<file path="src/verilog/occ_map.svh">
// Register offsets, field positions, reset values and timing counts
// Assumes inclusion by every design file of the clock control block
`ifndef OCC_MAP_SVH
`define OCC_MAP_SVH
// ==========================================================
// Register byte offsets
`define OCC_OFF_OSC_CTRL 12'h000
`define OCC_OFF_CLK_DIV 12'h004
`define OCC_OFF_PLL_FBD 12'h008
`define OCC_OFF_RC_TUNE 12'h00C
// ==========================================================
// Field positions
`define OCC_CUR_LSB 12
`define OCC_NEW_LSB 8
`define OCC_FREEZE_BIT 7
`define OCC_GUARD_BIT 6
`define OCC_PLL_LOCK_BIT 5
`define OCC_FAIL_BIT 3
`define OCC_SEC_EN_BIT 1
`define OCC_REQ_BIT 0
`define OCC_RECOVER_BIT 15
`define OCC_DOZE_LSB 12
`define OCC_REDUCTION_ENABLE_BIT 11
`define OCC_RC_POST_LSB 8
`define OCC_POST_LSB 6
`define OCC_PRE_LSB 0
// ==========================================================
// Reset values and masks
`define OCC_DOZE_RST 3'h3
`define OCC_POST_RST 2'h1
`define OCC_PRE_RST 5'h00
`define OCC_MULT_RST 9'h030
`define OCC_RC_POST_RST 3'h0
`define OCC_TRIM_RST 6'h00
`define OCC_CLK_DIV_MASK 16'hFFDF
`define OCC_FBD_MASK 16'h01FF
`define OCC_TUNE_MASK 16'h003F
`define OCC_MON_SWITCH_ONLY 2'h1
// ==========================================================
// Timing: settle cycles of the new source before changeover
`define OCC_SETTLE_CYCLES 10
`endif

</file>
<file path="src/verilog/occ_pkg.sv">
// Types shared by the clock control files
// Assumes occ_map.svh for the numbers
package occ_pkg;
  typedef enum logic [2:0] {
    OCC_SRC_RC, OCC_SRC_RC_PLL, OCC_SRC_PRI, OCC_SRC_PRI_PLL,
    OCC_SRC_SEC, OCC_SRC_SLOW_RC, OCC_SRC_RC_16, OCC_SRC_RC_N
  } occ_src_e;
  typedef struct packed {
    logic [2:0] doze;
    logic reduction_enable;
    logic [2:0] rc_post;
    logic [1:0] post;
    logic [4:0] pre;
    logic [8:0] mult;
    logic [5:0] trim;
  } occ_div_s;
  typedef struct packed {
    logic sec_en;
    logic req;
    occ_src_e target;
  } occ_osc_s;
endpackage

</file>
<file path="src/verilog/occ_clock_ctrl.sv">
// Clock control register block: four registers on APB
// Assumes oscillators, PLL and failure monitor sit outside on pclk
//
// Notes on behaviour
// - Current source read-only, eight encodings
// - Writable new-source field, same encoding
// - Freeze bit blocks switches when monitor off
// - Pin-select guard blocks pin-select writes
// - PLL lock bit reflects the synchronised lock pin
// - Fail flag set by monitor, software clears
// - Secondary oscillator enable, resets off
// - Request bit starts switch, reads 0 after
// - Interrupt clears doze enable when recover set
// - Doze field divides by two to power
// - Doze enable clear forces 1:1 ratio
// - Fast RC postscaler 1..64, code 7 is 256
// - PLL postscale 2,4,reserved,8; resets 4
// - PLL prescale field plus two, resets 2
// - PLL multiplier field plus two, resets 50
// - Six-bit signed fast RC trim, resets zero
// - Unimplemented bits read 0, ignore writes
// - New source loads from configuration at reset
// - Same-source request cleared and aborted
// - Wait ten new-source cycles before changeover
// - Completion clears request, copies new to current
// - Switching disabled holds request at zero
//
// The address map and register access over APB were left to the implementer.
`timescale 1ns/1ns
`default_nettype none
`include "occ_map.svh"
module occ_clock_ctrl
  import occ_pkg::*;
(
  input wire logic pclk,
  input wire logic presetn,
  input wire logic psel,
  input wire logic penable,
  input wire logic pwrite,
  input wire logic [11:0] paddr,
  input wire logic [31:0] pwdata,
  output logic [31:0] prdata,
  output logic pready,
  output logic pslverr,
  input wire logic [2:0] cfg_init_source,
  input wire logic cfg_switch_enable,
  input wire logic [1:0] switch_monitor_config,
  input wire logic unlock_ok,
  input wire logic pll_lock_pin,
  input wire logic fail_detect_pin,
  input wire logic osc_ready_pin,
  input wire logic new_clk_tick,
  input wire logic interrupt_event,
  input wire logic cy_tick,
  input wire logic pps_write_req,
  output logic pps_write_en,
  output logic core_tick,
  output occ_src_e current_source_sel,
  output occ_osc_s osc_out,
  output occ_div_s div_out
);
  // ==========================================================
  // Pin synchronisers
  logic [2:0] s1_q;
  logic [2:0] s2_q;
  always_ff @(posedge pclk or negedge presetn) begin
    if (!presetn) begin
      s1_q <= 3'h0;
      s2_q <= 3'h0;
    end else begin
      s1_q <= {pll_lock_pin, fail_detect_pin, osc_ready_pin};
      s2_q <= s1_q;
    end
  end
  logic pll_lock;
  logic fail_det;
  logic osc_ready;
  assign pll_lock = s2_q[2];
  assign fail_det = s2_q[1];
  assign osc_ready = s2_q[0];
  // ==========================================================
  // Bus decode
  logic wr;
  logic rd_sel_ctrl;
  logic hit_ctrl;
  logic hit_div;
  logic hit_fbd;
  logic hit_tune;
  assign hit_ctrl = paddr == `OCC_OFF_OSC_CTRL;
  assign hit_div = paddr == `OCC_OFF_CLK_DIV;
  assign hit_fbd = paddr == `OCC_OFF_PLL_FBD;
  assign hit_tune = paddr == `OCC_OFF_RC_TUNE;
  assign wr = psel && penable && pwrite;
  assign rd_sel_ctrl = hit_ctrl;
  assign pready = 1'b1;
  assign pslverr = psel && penable &&
                   !(hit_ctrl || hit_div || hit_fbd || hit_tune);
  // Control writes need unlock_ok held high by the system
  logic ctrl_wr;
  assign ctrl_wr = wr && hit_ctrl && unlock_ok;
  // ==========================================================
  // Oscillator control state
  occ_src_e cur_q;
  occ_src_e new_q;
  logic freeze_q;
  logic guard_q;
  logic fail_q;
  logic sec_en_q;
  logic req_q;
  logic init_q;
  logic seq_busy;
  logic seq_done;
  logic seq_redundant;
  logic freeze_active;
  logic sw_allowed;
  assign freeze_active = freeze_q &&
    switch_monitor_config == `OCC_MON_SWITCH_ONLY;
  assign sw_allowed = cfg_switch_enable && !freeze_active;
  // Configuration catch one cycle after reset release
  always_ff @(posedge pclk or negedge presetn) begin
    if (!presetn) begin
      init_q <= 1'b1;
    end else begin
      init_q <= 1'b0;
    end
  end
  always_ff @(posedge pclk or negedge presetn) begin
    if (!presetn) begin
      new_q <= OCC_SRC_RC;
    end else if (init_q) begin
      new_q <= occ_src_e'(cfg_init_source);
    end else if (ctrl_wr) begin
      new_q <= occ_src_e'(pwdata[`OCC_NEW_LSB +: 3]);
    end
  end
  always_ff @(posedge pclk or negedge presetn) begin
    if (!presetn) begin
      cur_q <= OCC_SRC_RC;
    end else if (init_q) begin
      cur_q <= occ_src_e'(cfg_init_source);
    end else if (seq_done) begin
      cur_q <= new_q;
    end
  end
  always_ff @(posedge pclk or negedge presetn) begin
    if (!presetn) begin
      req_q <= 1'b0;
    end else if (!cfg_switch_enable) begin
      req_q <= 1'b0;
    end else if (seq_done || seq_redundant) begin
      req_q <= 1'b0;
    end else if (ctrl_wr && pwdata[`OCC_REQ_BIT] && sw_allowed) begin
      req_q <= 1'b1;
    end
  end
  always_ff @(posedge pclk or negedge presetn) begin
    if (!presetn) begin
      freeze_q <= 1'b0;
      guard_q <= 1'b0;
      sec_en_q <= 1'b0;
    end else if (ctrl_wr) begin
      freeze_q <= pwdata[`OCC_FREEZE_BIT];
      guard_q <= pwdata[`OCC_GUARD_BIT];
      sec_en_q <= pwdata[`OCC_SEC_EN_BIT];
    end
  end
  // Set wins over a clear in the same cycle
  always_ff @(posedge pclk or negedge presetn) begin
    if (!presetn) begin
      fail_q <= 1'b0;
    end else if (fail_det) begin
      fail_q <= 1'b1;
    end else if (ctrl_wr && !pwdata[`OCC_FAIL_BIT]) begin
      fail_q <= 1'b0;
    end
  end
  assign pps_write_en = pps_write_req && !guard_q;
  // ==========================================================
  // Switch sequencer
  logic seq_start;
  assign seq_start = req_q && !seq_busy && sw_allowed;
  occ_switch_seq u_seq (
    .pclk(pclk),
    .presetn(presetn),
    .start(seq_start),
    .target(new_q),
    .current(cur_q),
    .new_clk_tick(new_clk_tick),
    .osc_ready(osc_ready),
    .busy(seq_busy),
    .done(seq_done),
    .redundant(seq_redundant)
  );
  // ==========================================================
  // Divisor registers
  logic recover_q;
  logic [2:0] doze_q;
  logic reduction_enable_q;
  logic [2:0] rc_post_q;
  logic [1:0] post_q;
  logic [4:0] pre_q;
  logic [8:0] mult_q;
  logic [5:0] trim_q;
  always_ff @(posedge pclk or negedge presetn) begin
    if (!presetn) begin
      recover_q <= 1'b0;
      doze_q <= `OCC_DOZE_RST;
      rc_post_q <= `OCC_RC_POST_RST;
      post_q <= `OCC_POST_RST;
      pre_q <= `OCC_PRE_RST;
    end else if (wr && hit_div) begin
      recover_q <= pwdata[`OCC_RECOVER_BIT];
      doze_q <= pwdata[`OCC_DOZE_LSB +: 3];
      rc_post_q <= pwdata[`OCC_RC_POST_LSB +: 3];
      post_q <= pwdata[`OCC_POST_LSB +: 2];
      pre_q <= pwdata[`OCC_PRE_LSB +: 5];
    end
  end
  // Interrupt wins over a same-cycle software set
  always_ff @(posedge pclk or negedge presetn) begin
    if (!presetn) begin
      reduction_enable_q <= 1'b0;
    end else if (recover_q && interrupt_event) begin
      reduction_enable_q <= 1'b0;
    end else if (wr && hit_div) begin
      reduction_enable_q <= pwdata[`OCC_REDUCTION_ENABLE_BIT];
    end
  end
  always_ff @(posedge pclk or negedge presetn) begin
    if (!presetn) begin
      mult_q <= `OCC_MULT_RST;
      trim_q <= `OCC_TRIM_RST;
    end else begin
      if (wr && hit_fbd) begin
        mult_q <= pwdata[8:0];
      end
      if (wr && hit_tune) begin
        trim_q <= pwdata[5:0];
      end
    end
  end
  occ_doze_ctrl u_doze (
    .pclk(pclk),
    .presetn(presetn),
    .cy_tick(cy_tick),
    .reduction_enable(reduction_enable_q),
    .doze(doze_q),
    .core_tick(core_tick)
  );
  // ==========================================================
  // Read mux, unimplemented bits are zero
  logic [15:0] ctrl_rd;
  logic [15:0] rd16;
  always_comb begin
    ctrl_rd = 16'h0000;
    ctrl_rd[`OCC_CUR_LSB +: 3] = cur_q;
    ctrl_rd[`OCC_NEW_LSB +: 3] = new_q;
    ctrl_rd[`OCC_FREEZE_BIT] = freeze_q;
    ctrl_rd[`OCC_GUARD_BIT] = guard_q;
    ctrl_rd[`OCC_PLL_LOCK_BIT] = pll_lock;
    ctrl_rd[`OCC_FAIL_BIT] = fail_q;
    ctrl_rd[`OCC_SEC_EN_BIT] = sec_en_q;
    ctrl_rd[`OCC_REQ_BIT] = req_q;
  end
  always_comb begin
    rd16 = 16'h0000;
    if (rd_sel_ctrl) begin
      rd16 = ctrl_rd;
    end else if (hit_div) begin
      rd16 = {recover_q, doze_q, reduction_enable_q, rc_post_q, post_q, 1'b0, pre_q};
    end else if (hit_fbd) begin
      rd16 = {7'h00, mult_q} & `OCC_FBD_MASK;
    end else if (hit_tune) begin
      rd16 = {10'h000, trim_q} & `OCC_TUNE_MASK;
    end
  end
  always_ff @(posedge pclk or negedge presetn) begin
    if (!presetn) begin
      prdata <= 32'h0000_0000;
    end else if (psel && !penable && !pwrite) begin
      prdata <= {16'h0000, rd16};
    end
  end
  // ==========================================================
  // Outputs
  assign current_source_sel = cur_q;
  assign osc_out = '{sec_en: sec_en_q, req: req_q, target: new_q};
  assign div_out = '{doze: doze_q, reduction_enable: reduction_enable_q, rc_post: rc_post_q,
                     post: post_q, pre: pre_q, mult: mult_q,
                     trim: trim_q};
  // ==========================================================
  // Checks
  req_held_a: assert property (@(posedge pclk) disable iff (!presetn)
    !cfg_switch_enable |=> !req_q) else $error("request not held low");
  cur_copy_a: assert property (@(posedge pclk) disable iff (!presetn)
    seq_done |=> cur_q == $past(new_q) && !req_q) else $error("no copy");
  redundant_clr_a: assert property (@(posedge pclk) disable iff (!presetn)
    seq_redundant |=> !req_q) else $error("redundant not cleared");
  recover_clear_a: assert property (@(posedge pclk) disable iff (!presetn)
    recover_q && interrupt_event |=> !reduction_enable_q) else $error("doze kept");
  guard_block_a: assert property (@(posedge pclk) disable iff (!presetn)
    guard_q |-> !pps_write_en) else $error("pin select leaked");
  fail_set_a: assert property (@(posedge pclk) disable iff (!presetn)
    fail_det |=> fail_q) else $error("fail flag lost");
  freeze_a: assert property (@(posedge pclk) disable iff (!presetn)
    freeze_active && !seq_busy |=> $stable(cur_q)) else $error("froze");
  unimpl_zero_a: assert property (@(posedge pclk) disable iff (!presetn)
    $past(psel && !penable && !pwrite && hit_ctrl) |->
    prdata[31:16] == 16'h0000 && prdata[15] == 1'b0 &&
    prdata[11] == 1'b0 && prdata[4] == 1'b0 && prdata[2] == 1'b0)
    else $error("reserved bit set");
  cover_switch_c: cover property (@(posedge pclk) seq_done);
  cover_redund_c: cover property (@(posedge pclk) seq_redundant);
  cover_fail_c: cover property (@(posedge pclk) fail_det && ctrl_wr);
endmodule
`default_nettype wire

</file>
<file path="src/verilog/occ_switch_seq.sv">
// Clock switch sequencer: redundant check, ready wait, settle count
// Assumes osc_ready comes synchronised from the oscillator side
`timescale 1ns/1ns
`default_nettype none
`include "occ_map.svh"
module occ_switch_seq
  import occ_pkg::*;
#(
  parameter int SETTLE = `OCC_SETTLE_CYCLES
) (
  input wire logic pclk,
  input wire logic presetn,
  input wire logic start,
  input wire occ_src_e target,
  input wire occ_src_e current,
  input wire logic new_clk_tick,
  input wire logic osc_ready,
  output logic busy,
  output logic done,
  output logic redundant
);
  typedef enum logic [1:0] {IDLE, WAIT_RDY, SETTLE_ST} occ_seq_e;
  occ_seq_e st_q;
  logic [7:0] cnt_q;
  // ==========================================================
  // Sequencer
  always_ff @(posedge pclk or negedge presetn) begin
    if (!presetn) begin
      st_q <= IDLE;
      cnt_q <= 8'h00;
    end else begin
      unique case (st_q)
        IDLE: begin
          if (start && target != current) begin
            st_q <= WAIT_RDY;
          end
        end
        WAIT_RDY: begin
          cnt_q <= 8'h00;
          if (osc_ready) begin
            st_q <= SETTLE_ST;
          end
        end
        SETTLE_ST: begin
          // Ticks of the new source, not of pclk
          if (new_clk_tick) begin
            if (cnt_q == 8'(SETTLE - 1)) begin
              st_q <= IDLE;
            end else begin
              cnt_q <= cnt_q + 8'h01;
            end
          end
        end
      endcase
    end
  end
  assign busy = st_q != IDLE;
  assign redundant = start && st_q == IDLE && target == current;
  assign done = st_q == SETTLE_ST && new_clk_tick &&
                cnt_q == 8'(SETTLE - 1);
  // ==========================================================
  // Checks
  redundant_abort_a: assert property (@(posedge pclk) disable iff (!presetn)
    redundant |=> st_q == IDLE) else $error("redundant switch started");
  settle_count_a: assert property (@(posedge pclk) disable iff (!presetn)
    st_q == SETTLE_ST && new_clk_tick && cnt_q != 8'(SETTLE - 1) |=>
    st_q == SETTLE_ST) else $error("early changeover");
  cover_done_c: cover property (@(posedge pclk) done);
endmodule
`default_nettype wire

</file>
<file path="src/verilog/occ_doze_ctrl.sv">
// Doze ratio generator: peripheral-to-core enable pulse
// Assumes a one-cycle instruction clock enable from the system
`timescale 1ns/1ns
`default_nettype none
`include "occ_map.svh"
module occ_doze_ctrl
  import occ_pkg::*;
(
  input wire logic pclk,
  input wire logic presetn,
  input wire logic cy_tick,
  input wire logic reduction_enable,
  input wire logic [2:0] doze,
  output logic core_tick
);
  logic [6:0] div_q;
  // ==========================================================
  // Counter runs on instruction ticks only
  always_ff @(posedge pclk or negedge presetn) begin
    if (!presetn) begin
      div_q <= 7'h00;
    end else if (cy_tick) begin
      div_q <= div_q + 7'h01;
    end
  end
  function automatic logic hit(input logic [6:0] c, input logic [2:0] d);
    logic [6:0] m;
    m = 7'((8'h01 << d) - 8'h01);
    hit = (c & m) == m;
  endfunction
  // Cleared enable forces 1:1
  assign core_tick = cy_tick && (!reduction_enable || hit(div_q, doze));
  one_to_one_a: assert property (@(posedge pclk) disable iff (!presetn)
    (!reduction_enable && cy_tick) |-> core_tick) else $error("doze not 1:1");
  cover_doze_c: cover property (@(posedge pclk) reduction_enable && core_tick);
endmodule
`default_nettype wire

</file>
<file path="config.mk">
export PLATFORM = sky130hd
export DESIGN_NAME = occ_clock_ctrl
export DESIGN_NICKNAME = d
export VERILOG_FILES = /design/src/verilog/occ_pkg.sv /design/src/verilog/occ_clock_ctrl.sv /design/src/verilog/occ_switch_seq.sv /design/src/verilog/occ_doze_ctrl.sv
export VERILOG_INCLUDE_DIRS = /design/src /design/src/verilog
export SDC_FILE = /design/constraint.sdc
export NUM_CORES = 1
export LEC_CHECK = 0
export BUFFER_PORTS_ARGS = -buffer_cell sky130_fd_sc_hd__buf_2
export CORE_MARGIN = 2
export CORE_UTILIZATION = 40
export CTS_BUF_LIST = sky130_fd_sc_hd__clkbuf_4
export DETAILED_ROUTE_END_ITERATION = 6
export GPL_TIMING_DRIVEN = 0
export PLACE_DENSITY = 0.66
export SYNTH_ARGS = -nofsm -noshare
export SYNTH_HDL_FRONTEND = slang
export SYNTH_HIERARCHICAL = 1
export SYNTH_SLANG_ARGS = --single-unit
</file>
<file path="constraint.sdc">
create_clock -name pclk -period 3.7 [get_ports pclk]
set_clock_uncertainty 0.1 [all_clocks]
set_input_delay 0.925 -clock pclk [delete_from_list [all_inputs] [get_ports pclk]]
set_output_delay 0.925 -clock pclk [all_outputs]
set_load 0.05 [all_outputs]
</file>
==> impl_metrics.xml <==
<?xml version="1.0" encoding="UTF-8"?>
<metrics>
  <group name="run_status">
    <metric name="status" unit="">complete, no violations</metric>
  </group>
  <group name="placement">
    <metric name="dp_cells" unit="">596</metric>
    <metric name="dp.final_hpwl" unit="mm">7.12</metric>
    <metric name="preCtsSetupSlack" unit="ns">-0.0930</metric>
    <metric name="gp_congestion" unit="">0.849</metric>
    <metric name="number_of_port_buffers" unit="">101</metric>
  </group>
  <group name="logic_synthesis">
    <metric name="synthSimpleGateAreaFrac" unit="%">14.3</metric>
    <metric name="ys_seq_elements" unit="">81</metric>
    <metric name="syn-cell-area" unit="um2">4070</metric>
    <metric name="mean_post_synth_cell_area" unit="um2">11.8</metric>
    <metric name="netlist.area_leader.share" unit="%">46.2</metric>
    <metric name="synth-compound-area-share" unit="%">9.85</metric>
    <metric name="synth_xor_area_share" unit="%">3.02</metric>
    <metric name="synthArstFlopShare" unit="%">100</metric>
    <metric name="synth_top_family_by_area" unit="">simple AND/OR/NAND/NOR gates</metric>
    <metric name="post_synth_num_cell_types" unit="">60</metric>
    <metric name="number_of_instances_in_the_synthesized_netlist" unit="">345</metric>
    <metric name="synth_fa_ha_area_share" unit="%">2.15</metric>
    <metric name="yosys_synthesis_warning_count" unit="">6</metric>
    <metric name="synth_top_flop_cell" unit="">dfrtp_1</metric>
    <metric name="main_area_contributors_after_synthesis" unit="">dfrtp_1 46%, mux2_2 5.3%, dfstp_2 3.9%, buf_4 3.7%, mux2_4 3.3%</metric>
    <metric name="number_of_flops_mapped_to_enable_cells_by_yosys" unit="">0</metric>
    <metric name="synthDominantAreaCellType" unit="">dfrtp_1</metric>
    <metric name="synth_seq_area_share" unit="%">50.0</metric>
    <metric name="post_synth_mux_area_share" unit="%">13.6</metric>
  </group>
  <group name="setup_path">
    <metric name="crit_buf_inv" unit="">2</metric>
    <metric name="path_delay_family" unit="">simple AND/OR/NAND/NOR gates</metric>
    <metric name="timing.setup.critical_path_class" unit="">in2out</metric>
    <metric name="required" unit="ns">2.67</metric>
    <metric name="worstReg2RegStart" unit="">u_seq/st_q[0]</metric>
    <metric name="timing.critical_path.fanout_max" unit="">12</metric>
    <metric name="critical_path.startpoint_type" unit="">input port</metric>
    <metric name="worstPathCellList" unit="">buf_2, or4_4, or3_4, and3_1, buf_2</metric>
    <metric name="critical-path-max-stage-delay" unit="ns">0.53</metric>
    <metric name="timing.rr.end" unit="">u_seq/st_q[1]</metric>
    <metric name="critPathMostFrequentCell" unit="">buf_2</metric>
    <metric name="endpoint_kind" unit="">output pin</metric>
    <metric name="critPathArrivalTime" unit="ns">2.48</metric>
    <metric name="worst_path_slowest_cell" unit="">or4_4</metric>
    <metric name="reg2reg_depth" unit="">7</metric>
    <metric name="ff2ff_setup_slack" unit="ns">1.68</metric>
  </group>
  <group name="grt">
    <metric name="grt-ovfl-total" unit="">0</metric>
    <metric name="grt_start_max_net_pins" unit="">63</metric>
    <metric name="grt_first_pass_wirelength" unit="mm">15.7</metric>
    <metric name="track_usage" unit="%">18.5</metric>
    <metric name="vias_in_the_first_global_route" unit="">3027</metric>
    <metric name="number_of_antenna_violations_at_the_first_check_in_global_routing" unit="">0</metric>
  </group>
  <group name="hold_path">
    <metric name="hold_class" unit="">in2async</metric>
  </group>
  <group name="flow_run">
    <metric name="max_cap_violations" unit="">0</metric>
  </group>
  <group name="final_layout">
    <metric name="layout.cells.non_filler" unit="">611</metric>
    <metric name="syn2layout_area_growth" unit="%">22.1</metric>
    <metric name="num-nets-final" unit="">543</metric>
    <metric name="drive_gt1_share" unit="%">39.1</metric>
    <metric name="antenna_cells" unit="">0</metric>
  </group>
  <group name="detailed_routing">
    <metric name="wl_per_cell" unit="um">15.6</metric>
    <metric name="postRouteWirelength" unit="mm">9.55</metric>
    <metric name="vias_per_cell" unit="">4.93</metric>
    <metric name="count_of_nets_left_with_antenna_violations_after_detail_routing" unit="">0</metric>
    <metric name="detail_route.iter0.violations" unit="">119</metric>
    <metric name="num_vias" unit="">3015</metric>
    <metric name="drcViolationCount" unit="">0</metric>
    <metric name="drt-pass1-iter-count" unit="">4</metric>
  </group>
  <group name="timing">
    <metric name="timing.slew.headroom" unit="%">51.3</metric>
    <metric name="finalMaxSlewViolations" unit="">0</metric>
    <metric name="hold_ws" unit="ns">0.243</metric>
    <metric name="worst_slack" unit="ns">0.191</metric>
    <metric name="clock.fmax" unit="MHz">285</metric>
    <metric name="report.final.setup_viol" unit="">0</metric>
    <metric name="setup_repair_after_global_routing_missed_its_margin" unit="">false</metric>
    <metric name="finalHoldViolations" unit="">0</metric>
    <metric name="finalCriticalPeriod" unit="ns">3.51</metric>
    <metric name="max_slew.worst_pin.slew" unit="ns">0.731</metric>
    <metric name="post-route-period-util" unit="%">94.8</metric>
  </group>
  <group name="clocking">
    <metric name="cts_root_buf" unit="">clkbuf_4</metric>
    <metric name="h-tree-depth" unit="">3</metric>
    <metric name="cts_inserted_buffers" unit="">9</metric>
    <metric name="clock_sink_count" unit="">81</metric>
    <metric name="clk_latency" unit="ns">0.45</metric>
    <metric name="cts_post_setup_buffers_inserted" unit="">0</metric>
    <metric name="cts.reportedPaths.clkPinSlew" unit="ns">0.13</metric>
    <metric name="ctsResizeCount" unit="">1</metric>
    <metric name="post_cts_hold_buffer_count" unit="">0</metric>
    <metric name="clock_tree_from_tritoncts" unit="">yes</metric>
    <metric name="cts.path.max_buffers" unit="">2</metric>
  </group>
  <group name="power_and_ir_drop">
    <metric name="total_power" unit="W">0.00197</metric>
    <metric name="leakage" unit="nW">2.52</metric>
    <metric name="worst_ir_drop_vdd" unit="uV">221</metric>
    <metric name="power_density" unit="nW/um2">398</metric>
  </group>
  <group name="floorplan">
    <metric name="fp.dieW" unit="um">105</metric>
    <metric name="placement_rows" unit="">36</metric>
    <metric name="die_h" unit="um">105</metric>
    <metric name="starting_density" unit="%">41.4</metric>
    <metric name="io_pins" unit="">136</metric>
    <metric name="coreArea" unit="um2">9820</metric>
    <metric name="fp.dieArea" unit="um2">11000</metric>
  </group>
</metrics>
==> registers in the layout, summed over array words and instances, names as in the netlist, 2 cells and up <==
signal	count
current_source_sel	3
doze_q	3
rc_post_q	3
prdata	16
u_doze/div_q	7
mult_q	9
pre_q	5
u_seq/st_q	2
s1_q	3
u_seq/cnt_q	8
trim_q	6
s2_q	3
new_q	3
post_q	2
==> layer usage <==
layer	global-route usage [%]	vias to the layer above	part of all wire (%)
met5	0	-	0
met4	7.14	0	1.6
met3	5.74	12	6.0
li1	-	1458	-
met2	29.5	88	48
met1	23.5	1457	44
==> cells by family after synthesis <==
family          count (synthesis)
compound gates                 54
mux                            47
xor+xnor                       14
fa+ha+maj                       7
simple gates                  101
other cells                     2
flops                          81
buf+inv                        39
==> metrics by stage <==
step                setup TNS [ns]  util, %  instance area, um2
floorplan                        0        -                4130
global placement           -0.0624     48.9                4800
detailed placement         -0.0930     49.2                4830
CTS                              0     50.5                4960
global route                     0     50.5                4960
finish                           0     50.5                4960
==> synthesized netlist by cell type, types with 2 or more instances <==
cell type and n:
o21ai_0 3, and3_1 6, nor2_1 20, nor2b_1 11, nand2_1 25, buf_4 20, mux2_1 11, a31oi_1 6
mux2_2 19, dfrtp_1 75, o31ai_1 7, a221o_1 5, xnor2_1 8, nor3_1 5, nand2b_1 2, xor2_1 6
a211oi_1 5, mux2_4 9, o41ai_1 3, a22o_1 2, dfstp_2 6, o21ai_1 2, buf_6 2, o22ai_1 3
clkbuf_1 8, conb_1 2, and2_1 6, inv_1 7, a22oi_1 2, or4_1 2, nor2_4 2, mux2i_1 8
nand4_1 5, a21oi_1 8, nand3_1 3, ha_1 7
==> how the worst max path moves through the flow <==
stage               startpoint      end  slack (ns)  cells after the start
finish                paddr[5]  pslverr        0.19                      5
global placement      paddr[5]  pslverr       -0.06                      6
CTS                   paddr[5]  pslverr        0.18                      5
floorplan             paddr[5]  pslverr        0.22                      4
global route          paddr[9]  pslverr        0.15                      5
detailed placement    paddr[5]  pslverr       -0.09                      6
==> worst register-to-register path, cell delays in order (launching register included) <==
cell	delay, ns
dfrtp_1	0.42
inv_1	0.11
ha_1	0.23
inv_1	0.05
and4b_1	0.26
o31ai_1	0.10
a221oi_2	0.31
mux2_1	0.35
==> where the power goes <==
part,internal (W),switching [W],leakage (nW)
Clock,0.000225,0.000299,0.0726
Sequential,0.000952,0.0000756,1.05
Combinational,0.000168,0.000254,1.39
==> final cells by class <==
class,instances,area [um2]
Fill cell,945,4860
Sequential cell,81,2030
Multi-Input combinational cell,241,1820
Timing Repair Buffer,102,536
Buffer,30,219
Tap cell,133,166
Clock buffer,12,90.1
Inverter,8,56.3
Clock inverter,4,45.0
==> cells in the final DEF, fill, tap and decap left out, types with 3 or more instances in the layout <==
cell type / count
o31ai_1: 7
a31oi_1: 6
o21ai_0: 3
a221o_1: 5
nand2_1: 25
nand4_1: 5
xnor2_1: 8
o22ai_1: 3
ha_1: 7
nor2_1: 20
and2_1: 6
nand3_1: 3
nor2b_1: 11
buf_4: 21
nor3_1: 5
inv_1: 7
a21oi_1: 8
o41ai_1: 3
mux2i_1: 8
buf_2: 100
mux2_1: 11
xor2_1: 6
conb_1: 18
clkbuf_4: 12
mux2_2: 19
dfrtp_1: 75
and3_1: 6
mux2_4: 9
clkbuf_1: 7
a211oi_1: 5
dfstp_2: 6
Note: power is estimated with default switching activity, not from simulation.
